--- src/hw/fp_assist_pkg.sv ---
package fp_assist_pkg;

  // ----------------------------------------------------------------
  // Vectors and register addressing
  // ----------------------------------------------------------------
  localparam logic [15:0] FAULT_VECTOR    = 16'h5c00;
  localparam logic [15:0] TRAP_VECTOR     = 16'h5d00;
  localparam logic [6:0]  FP_STATUS_AR    = 7'h28;
  localparam int          FP_STATUS_WIDTH = 64;
  localparam logic [63:0] FP_STATUS_RESET = 64'h0;

  // ----------------------------------------------------------------
  // Status code field positions
  // ----------------------------------------------------------------
  localparam int CODE_BIT_ASSIST = 0;
  localparam int CODE_BIT_FPA    = 1;
  localparam int CODE_BIT_OVF    = 2;
  localparam int CODE_BIT_UNF    = 3;
  localparam int CODE_BIT_INEX   = 4;
  localparam int CODE_WIDTH      = 8;

  // ----------------------------------------------------------------
  // Shared types
  // ----------------------------------------------------------------
  typedef struct packed {
    logic        valid;
    logic        has_status_field;
    logic        scalar_approx;
    logic        parallel_approx;
    logic        operand_extreme;
    logic        hw_cannot_finish;
    logic        first_round_done;
    logic        frac_incremented;
    logic        overflow;
    logic        underflow;
    logic        inexact;
    logic        other_fault;
    logic [63:0] bundle_addr;
    logic [1:0]  slot;
  } fp_event_t;

  typedef struct packed {
    logic [63:0] bundle_addr;
    logic [1:0]  slot;
  } ip_record_t;

  typedef enum logic [1:0] {
    KIND_NONE,
    KIND_FAULT,
    KIND_TRAP
  } exc_kind_t;

endpackage

--- src/hw/fp_assist_unit.sv ---
`timescale 1ns/100ps
// Summary of operation
// [RULE1] Faults to 0x5c00, traps to 0x5d00
// [RULE2] Status register reachable as application register 40
// [RULE3] Save minimal state before vectoring
// [RULE4] Fault records bundle pointer and restart slot
// [RULE5] Trap records previous address and slot
// [RULE6] Implementation assists only with status field
// [RULE7] Code field marks assist versus other fault
// [RULE8] Trap writes first rounded result
// [RULE9] Trap sets fpa, overflow, underflow, inexact
// [RULE10] Inexact-only trap result is already final
// [RULE11] Scalar approximations fault at range extremes
// [RULE12] Parallel approximations clear predicate instead
// [RULE13] Fault leaves destination and flags untouched
module fp_assist_unit (
  input  wire                           SYS_CLK_I,
  input  wire                           RESET_I,
  input  wire                           CLK_EN_I,
  input  wire fp_assist_pkg::fp_event_t EVENT_I,
  input  wire [63:0]                    RESULT_I,
  input  wire [63:0]                    FLAGS_UPDATE_I,
  input  wire                           AR_WR_I,
  input  wire [6:0]                     AR_ADDR_I,
  input  wire [63:0]                    AR_WDATA_I,
  output logic [63:0]                   AR_RDATA_O,
  output logic                          VECTOR_VALID_O,
  output logic [15:0]                   VECTOR_O,
  output logic [63:0]                   INTERRUPTION_BUNDLE_POINTER_O,
  output logic [1:0]                    SAVED_RESTART_SLOT_INDEX_O,
  output logic [63:0]                   INTERRUPTION_PREVIOUS_ADDRESS_O,
  output logic [1:0]                    EXCEPTION_SLOT_INDEX_O,
  output logic [7:0]                    INTERRUPTION_STATUS_CODE_O,
  output logic                          DEST_WR_O,
  output logic [63:0]                   DEST_DATA_O,
  output logic                          PRED_CLEAR_O
);

  // ----------------------------------------------------------------
  // Classification
  // ----------------------------------------------------------------
  fp_assist_pkg::exc_kind_t kind;
  logic                     assist;
  logic                     clear_pred;
  logic [7:0]               code;

  fp_assist_classify u_classify (
    .ev_i         (EVENT_I),
    .kind_o       (kind),
    .assist_o     (assist),
    .clear_pred_o (clear_pred),
    .code_o       (code)
  );

  // ----------------------------------------------------------------
  // Decode
  // ----------------------------------------------------------------
  logic [63:0]               fp_status_q;
  fp_assist_pkg::ip_record_t ev_rec;

  // Exception kind
  wire is_fault  = (kind == fp_assist_pkg::KIND_FAULT);
  wire is_trap   = (kind == fp_assist_pkg::KIND_TRAP);
  wire taken     = is_fault | is_trap;                           // [RULE3]

  // Commit only when the event does not fault
  wire ok_commit = EVENT_I.valid & ~is_fault;                    // [RULE13]

  // Vector selection, fault over trap
  wire [15:0] vector_d = is_fault ? fp_assist_pkg::FAULT_VECTOR
                                  : fp_assist_pkg::TRAP_VECTOR;  // [RULE1]

  // Bundle and slot of the current event
  assign ev_rec = '{bundle_addr: EVENT_I.bundle_addr,
                    slot:        EVENT_I.slot};

  // ----------------------------------------------------------------
  // Capture enables
  // ----------------------------------------------------------------
  // Each held output loads only on its own event, frozen by the enable
  wire vec_en    = CLK_EN_I & taken;
  wire fault_en  = CLK_EN_I & is_fault;                          // [RULE4]
  wire trap_en   = CLK_EN_I & is_trap;                           // [RULE5]

  // Result load only for committed events
  wire commit_en = CLK_EN_I & ok_commit;                         // [RULE13]

  // ----------------------------------------------------------------
  // Status register access terms
  // ----------------------------------------------------------------
  // Software write replaced, hardware flags ORed on top
  wire        ar_hit    = (AR_ADDR_I == fp_assist_pkg::FP_STATUS_AR); // [RULE2]
  wire        sw_write  = AR_WR_I & ar_hit;
  wire [63:0] flags_set = ok_commit ? FLAGS_UPDATE_I : 64'h0;    // [RULE13]
  wire [63:0] status_d  = (sw_write ? AR_WDATA_I : fp_status_q)
                          | flags_set;

  // Read data, zero for any other address
  wire [63:0] rdata_d   = ar_hit ? fp_status_q : 64'h0;

  // ----------------------------------------------------------------
  // Status register
  // ----------------------------------------------------------------
  // Hardware flag update ORed onto a software write in the same cycle
  always_ff @(posedge SYS_CLK_I or posedge RESET_I) begin
    if (RESET_I) begin
      fp_status_q <= fp_assist_pkg::FP_STATUS_RESET;
    end else if (CLK_EN_I) begin
      fp_status_q <= status_d;                                   // [RULE2] [RULE13]
    end
  end

  // Read port, one cycle behind the address
  always_ff @(posedge SYS_CLK_I or posedge RESET_I) begin
    if (RESET_I) begin
      AR_RDATA_O <= 64'h0;
    end else if (CLK_EN_I) begin
      AR_RDATA_O <= rdata_d;
    end
  end

  // ----------------------------------------------------------------
  // Vector and status code
  // ----------------------------------------------------------------
  // One-cycle pulse per taken exception
  always_ff @(posedge SYS_CLK_I or posedge RESET_I) begin
    if (RESET_I) begin
      VECTOR_VALID_O <= 1'b0;
    end else if (CLK_EN_I) begin
      VECTOR_VALID_O <= taken;                                   // [RULE3]
    end
  end

  // Vector held until the next exception
  always_ff @(posedge SYS_CLK_I or posedge RESET_I) begin
    if (RESET_I) begin
      VECTOR_O <= 16'h0;
    end else if (vec_en) begin
      VECTOR_O <= vector_d;                                      // [RULE1]
    end
  end

  // Status code held until the next exception
  always_ff @(posedge SYS_CLK_I or posedge RESET_I) begin
    if (RESET_I) begin
      INTERRUPTION_STATUS_CODE_O <= 8'h0;
    end else if (vec_en) begin
      INTERRUPTION_STATUS_CODE_O <= code;                        // [RULE7] [RULE9]
    end
  end

  // ----------------------------------------------------------------
  // Fault record
  // ----------------------------------------------------------------
  // Bundle pointer of the faulting instruction
  always_ff @(posedge SYS_CLK_I or posedge RESET_I) begin
    if (RESET_I) begin
      INTERRUPTION_BUNDLE_POINTER_O <= 64'h0;
    end else if (fault_en) begin
      INTERRUPTION_BUNDLE_POINTER_O <= ev_rec.bundle_addr;       // [RULE4]
    end
  end

  // Restart slot of the faulting instruction
  always_ff @(posedge SYS_CLK_I or posedge RESET_I) begin
    if (RESET_I) begin
      SAVED_RESTART_SLOT_INDEX_O <= 2'h0;
    end else if (fault_en) begin
      SAVED_RESTART_SLOT_INDEX_O <= ev_rec.slot;                 // [RULE4]
    end
  end

  // ----------------------------------------------------------------
  // Trap record
  // ----------------------------------------------------------------
  // Bundle address of the trapping instruction
  always_ff @(posedge SYS_CLK_I or posedge RESET_I) begin
    if (RESET_I) begin
      INTERRUPTION_PREVIOUS_ADDRESS_O <= 64'h0;
    end else if (trap_en) begin
      INTERRUPTION_PREVIOUS_ADDRESS_O <= ev_rec.bundle_addr;     // [RULE5]
    end
  end

  // Slot of the trapping instruction
  always_ff @(posedge SYS_CLK_I or posedge RESET_I) begin
    if (RESET_I) begin
      EXCEPTION_SLOT_INDEX_O <= 2'h0;
    end else if (trap_en) begin
      EXCEPTION_SLOT_INDEX_O <= ev_rec.slot;                     // [RULE5]
    end
  end

  // ----------------------------------------------------------------
  // Destination writeback
  // ----------------------------------------------------------------
  // Write pulse, suppressed on any fault
  always_ff @(posedge SYS_CLK_I or posedge RESET_I) begin
    if (RESET_I) begin
      DEST_WR_O <= 1'b0;
    end else if (CLK_EN_I) begin
      DEST_WR_O <= ok_commit;                                    // [RULE8] [RULE13]
    end
  end

  // Result held between writes
  always_ff @(posedge SYS_CLK_I or posedge RESET_I) begin
    if (RESET_I) begin
      DEST_DATA_O <= 64'h0;
    end else if (commit_en) begin
      DEST_DATA_O <= RESULT_I;                                   // [RULE8] [RULE10]
    end
  end

  // Predicate clear pulse for parallel approximations
  always_ff @(posedge SYS_CLK_I or posedge RESET_I) begin
    if (RESET_I) begin
      PRED_CLEAR_O <= 1'b0;
    end else if (CLK_EN_I) begin
      PRED_CLEAR_O <= clear_pred;                                // [RULE12]
    end
  end

endmodule

--- src/hw/fp_assist_classify.sv ---
`timescale 1ns/100ps
module fp_assist_classify (
  input  wire fp_assist_pkg::fp_event_t ev_i,
  output wire fp_assist_pkg::exc_kind_t kind_o,
  output wire                           assist_o,
  output wire                           clear_pred_o,
  output wire [7:0]                     code_o
);

  // --------------------------------------------------------------
  // Decision terms
  // --------------------------------------------------------------
  wire eligible   = ev_i.valid & ev_i.has_status_field;          // [RULE6]
  wire mandated   = ev_i.valid & ev_i.scalar_approx & ev_i.operand_extreme; // [RULE11]
  wire par_clear  = ev_i.valid & ev_i.parallel_approx & ev_i.operand_extreme; // [RULE12]
  wire imp_fault  = eligible & ev_i.hw_cannot_finish & ~ev_i.first_round_done;
  wire imp_trap   = eligible & ev_i.first_round_done
                    & (ev_i.hw_cannot_finish | ev_i.inexact);    // [RULE8] [RULE10]
  wire fault      = mandated | imp_fault | (ev_i.valid & ev_i.other_fault);
  wire trap       = imp_trap & ~fault;

  // Kind and code selection
  assign kind_o       = fault ? fp_assist_pkg::KIND_FAULT :
                        trap  ? fp_assist_pkg::KIND_TRAP  : fp_assist_pkg::KIND_NONE;
  assign assist_o     = mandated | imp_fault | trap;
  assign clear_pred_o = par_clear & ~fault;
  assign code_o       = {3'h0,
                         trap & ev_i.inexact,                    // [RULE9]
                         trap & ev_i.underflow,
                         trap & ev_i.overflow,
                         trap & ev_i.frac_incremented,
                         assist_o};                              // [RULE7]

endmodule

--- config.mk ---
export PLATFORM = sky130hd
export DESIGN_NAME = fp_assist_unit
export DESIGN_NICKNAME = d
export VERILOG_FILES = /design/src/hw/fp_assist_pkg.sv /design/src/hw/fp_assist_unit.sv /design/src/hw/fp_assist_classify.sv
export SDC_FILE = /design/constraint.sdc
export NUM_CORES = 1
export LEC_CHECK = 0
export ABC_CLOCK_PERIOD_IN_PS = 13200
export BUFFER_PORTS_ARGS = -buffer_cell sky130_fd_sc_hd__buf_2
export CAP_MARGIN = 5
export CORE_AREA = 2 2 218 220
export CTS_CLUSTER_DIAMETER = 60
export DETAILED_ROUTE_END_ITERATION = 8
export DIE_AREA = 0 0 220 222
export SKIP_LAST_GASP = 1
export SLEW_MARGIN = 20
export SYNTH_ARGS = -nofsm -noshare
export SYNTH_HDL_FRONTEND = slang
export SYNTH_SLANG_ARGS = --single-unit
export TNS_END_PERCENT = 50
--- constraint.sdc ---
create_clock -name SYS_CLK_I -period 13.2 [get_ports SYS_CLK_I]
set_input_delay 0.66 -clock SYS_CLK_I [delete_from_list [all_inputs] [get_ports SYS_CLK_I]]
set_output_delay 0.66 -clock SYS_CLK_I [all_outputs]
set_load 0.05 [all_outputs]
==> results.py <==
metrics = {
    "outcome": {
        "outcome": "complete, no violations",
    },
    "synthesis": {
        "yosysSeqAreaShare_pct": 63.2,
        "avgSynthCellArea_sq_um": 14.6,
        "syn-cell-area_sq_um": 13200,
        "netlist_instances": 907,
        "synth.ff_latch_count": 334,
        "yosysWarnings": 0,
        "yosysUniqueCellTypes": 32,
    },
    "setup_path": {
        "cp_slowest_stage_delay_ps": 650,
        "crit_required_ps": 13670,
        "worstPathArrival_ps": 3170,
        "cp_slowest_cell": "buf_4",
        "start_kind": "primary input",
        "crit_top_cell": "buf_4",
        "criticalPathCategory": "primary input to flop",
        "end_kind": "flop",
        "path_buf_inv": 3,
        "crit_fanout": 66,
        "crit_family": "buffers and inverters",
        "path_cells": "buf_2, nor4bb_4, buf_4, and3_2, buf_4, a221o_1",
    },
    "power_and_ir_drop": {
        "p_per_area_nw_per_um2": 183,
        "p_comb_share_pct": 27.2,
        "power_switching_mw": 1.17,
        "ir_worst_vdd_uv": 109,
        "p_leak_nw": 9.17,
        "p_int_mw": 2.08,
        "clkPwrFrac_pct": 34.8,
        "pwr-share-seq_pct": 38.0,
        "power_switching_share_pct": 35.9,
    },
    "sta": {
        "fmax_ghz": 0.370,
        "fin_skew_ps": 7.22,
        "worst_pin_slew_ps": 1000,
        "setup_violations": 0,
        "hold_viol": 0,
        "drv_slew": 0,
        "period_needed_ps": 2710,
        "fin_crit_sh_pct": 20.5,
        "max-slew-margin-rel_pct": 33.3,
        "rsz0062_at_grt": "no",
        "whs_ps": 326,
        "setup-tns-final_ps": 0,
    },
    "floorplanning": {
        "ios": 568,
        "die_w_um": 220,
        "core_area_sq_um": 46300,
        "initial_core_util_pct": 28.6,
        "dieHeight_um": 222,
        "rows": 79,
        "dieArea_sq_um": 48800,
    },
    "run": {
        "drv_cap": 0,
    },
    "global_routing": {
        "antenna_found_initial": 7,
        "grt_max_degree": 131,
        "grt_pass1_wl_um": 60600,
        "grt_util_all_layers_pct": 16.0,
        "grt_pass1_vias": 10100,
        "grt_overflow": 0,
    },
    "drt": {
        "viasPerCell": 4.69,
        "drt.antenna.violating_nets": 0,
        "drtIter0Drc": 639,
        "routed_wirelength_um": 40500,
        "drc": 0,
        "post_drt_wl_per_cell_um": 19.4,
        "drt-pass1-iter-count": 4,
        "via_count": 9773,
    },
    "cts": {
        "cts_made_buffers": 40,
        "worstSkewPairLatency_ps": 540,
        "cts.clk_slew.worst_paths_ps": 60,
        "cts_hold_buf": 0,
        "cts_resized": 0,
        "cts_tree": "yes",
        "htree_levels": 2,
        "clkSinkCount": 334,
        "post_cts_buffers": 0,
        "cts-root-buf": "clkbuf_16",
        "cts_max_path_buffers": 3,
    },
    "cells_and_area": {
        "utilization_pct": 38.4,
        "syn2layout_area_growth_pct": 34.4,
        "design_area_sq_um": 17800,
        "drive_gt1_share_pct": 54.5,
        "fin_cells": 2083,
        "regArea_sq_um": 8360,
        "multi_input_comb_area_sq_um": 4150,
        "nFillCells": 4480,
        "layout.nets": 1723,
    },
    "placed_design": {
        "post-dp-hpwl_um": 28800,
        "routabilityCongestion": 0.836,
        "dpl.cell_count": 2007,
        "io_buffers": 553,
        "dpl-instance-area_sq_um": 16400,
    },
    "min_path": {
        "hold_path_class": "primary input to asynchronous set/reset pin",
    },
}
==> cells in the mapped netlist <==
cell type / count / share of area [%]
dfrtp_1: 334 / 63
mux2_2: 158 / 13
a22o_1: 68 / 4.5
inv_1: 67 / 1.9
a221o_1: 64 / 4.8
a31oi_1: 64 / 3.0
buf_2: 40 / 1.5
mux2_1: 38 / 3.2
buf_4: 22 / 1.2
clkbuf_1: 14 / 0.40
buf_6: 11 / 0.94
and2_1: 3 / 0.14
a21o_1: 2 / 0.11
a21oi_1: 2 / 0.076
a21oi_2: 2 / 0.13
o21ai_0: 2 / 0.076
a32o_1: 1 / 0.076
and3_1: 1 / 0.047
and3b_1: 1 / 0.066
and4_1: 1 / 0.066
conb_1: 1 / 0.028
nand2_1: 1 / 0.028
nand2b_1: 1 / 0.047
nand3b_1: 1 / 0.057
nand4_4: 1 / 0.16
nor2_1: 1 / 0.028
nor3_2: 1 / 0.076
nor4b_2: 1 / 0.11
nor4bb_4: 1 / 0.19
o211a_4: 1 / 0.13
o211ai_1: 1 / 0.057
o31ai_1: 1 / 0.057
==> metal layers <==
metal,global-route usage (%),part of all wire [%],vias to the layer above
met5,0,0.10,-
met2,27.3,51,361
met1,19.2,40,4932
met3,4.27,6.7,78
met4,5.67,2.8,6
li1,-,-,4396
==> power groups by stage <==
stage          clock network (mW)  registers, mW  logic (mW)
2_1_floorplan                   0           1.72       0.177
3_3_place_gp                    0           1.25       0.883
3_5_place_dp                    0           1.25       0.892
4_1_cts                      1.16           1.24       0.893
5_1_grt                      1.20           1.25       0.922
6_report                     1.13           1.24       0.884
==> sequential cells by signal (all words and copies together), names as in the netlist <==
signal	flops
VECTOR_VALID_O	1
VECTOR_O	2
DEST_DATA_O	64
INTERRUPTION_PREVIOUS_ADDRESS_O	64
AR_RDATA_O	64
fp_status_q	64
EXCEPTION_SLOT_INDEX_O	2
PRED_CLEAR_O	1
INTERRUPTION_BUNDLE_POINTER_O	64
INTERRUPTION_STATUS_CODE_O	5
SAVED_RESTART_SLOT_INDEX_O	2
DEST_WR_O	1
==> through the flow <==
step	worst slack, ps	total power, mW
floorplan	3290	1.89
finish	10490	3.25
global placement	9850	2.13
detailed placement	9790	2.15
CTS	10390	3.29
global route	10070	3.38
==> placed cells by master, fill, tap and decap left out, types with 2 or more instances in the layout <==
master / n
buf_2: 553
dfrtp_1: 334
mux2_2: 158
a22o_1: 68
inv_1: 65
a31oi_1: 64
a221o_1: 64
clkbuf_16: 41
mux2_1: 38
conb_1: 14
buf_4: 14
clkinv_2: 9
clkbuf_8: 7
clkbuf_1: 6
diode_2: 4
bufinv_16: 4
inv_8: 3
and2_1: 2
a21o_1: 2
o21ai_0: 2
a21oi_1: 2
==> final cells by class <==
| class | instances | share of cell area [%] |
|---|---|---|
| sequential | 334 | 47.0 |
| multi-input combinational | 432 | 23.4 |
| timing repair buffer | 567 | 16.2 |
| clock buffer | 54 | 6.44 |
| tap | 607 | 4.27 |
| inverter | 67 | 1.46 |
| clock inverter | 18 | 1.24 |
| antenna | 4 | 0.0563 |
==> final timing paths <==
kind,start,end,slack (ps),cells past startpoint
hold reg to reg,DEST_DATA_O[7]$_DFFE_PP0P_,DEST_DATA_O[7]$_DFFE_PP0P_,470,1
setup / recovery,CLK_EN_I,fp_status_q[17]$_DFFE_PP0P_,10490,6
max in group asynchronous,RESET_I,fp_status_q[12]$_DFFE_PP0P_,10550,4
hold / removal,RESET_I,DEST_DATA_O[47]$_DFFE_PP0P_,330,2
setup reg to reg,fp_status_q[4]$_DFFE_PP0P_,fp_status_q[4]$_DFFE_PP0P_,12230,3
min in group SYS_CLK_I,RESULT_I[32],DEST_DATA_O[32]$_DFFE_PP0P_,340,2
==> cell families (layout without fill, tap and decap cells) <==
| group | after synthesis | count (layout) | share of synthesized area (%) |
|---|---|---|---|
| other cells | 1 | 18 | 0.0283 |
| simple gates | 14 | 14 | 1.02 |
| compound gates | 208 | 208 | 13.1 |
| mux | 196 | 196 | 16.7 |
| buf+inv | 154 | 706 | 6.00 |
| flops | 334 | 334 | 63.2 |
Power figures use the tool's default switching activity.
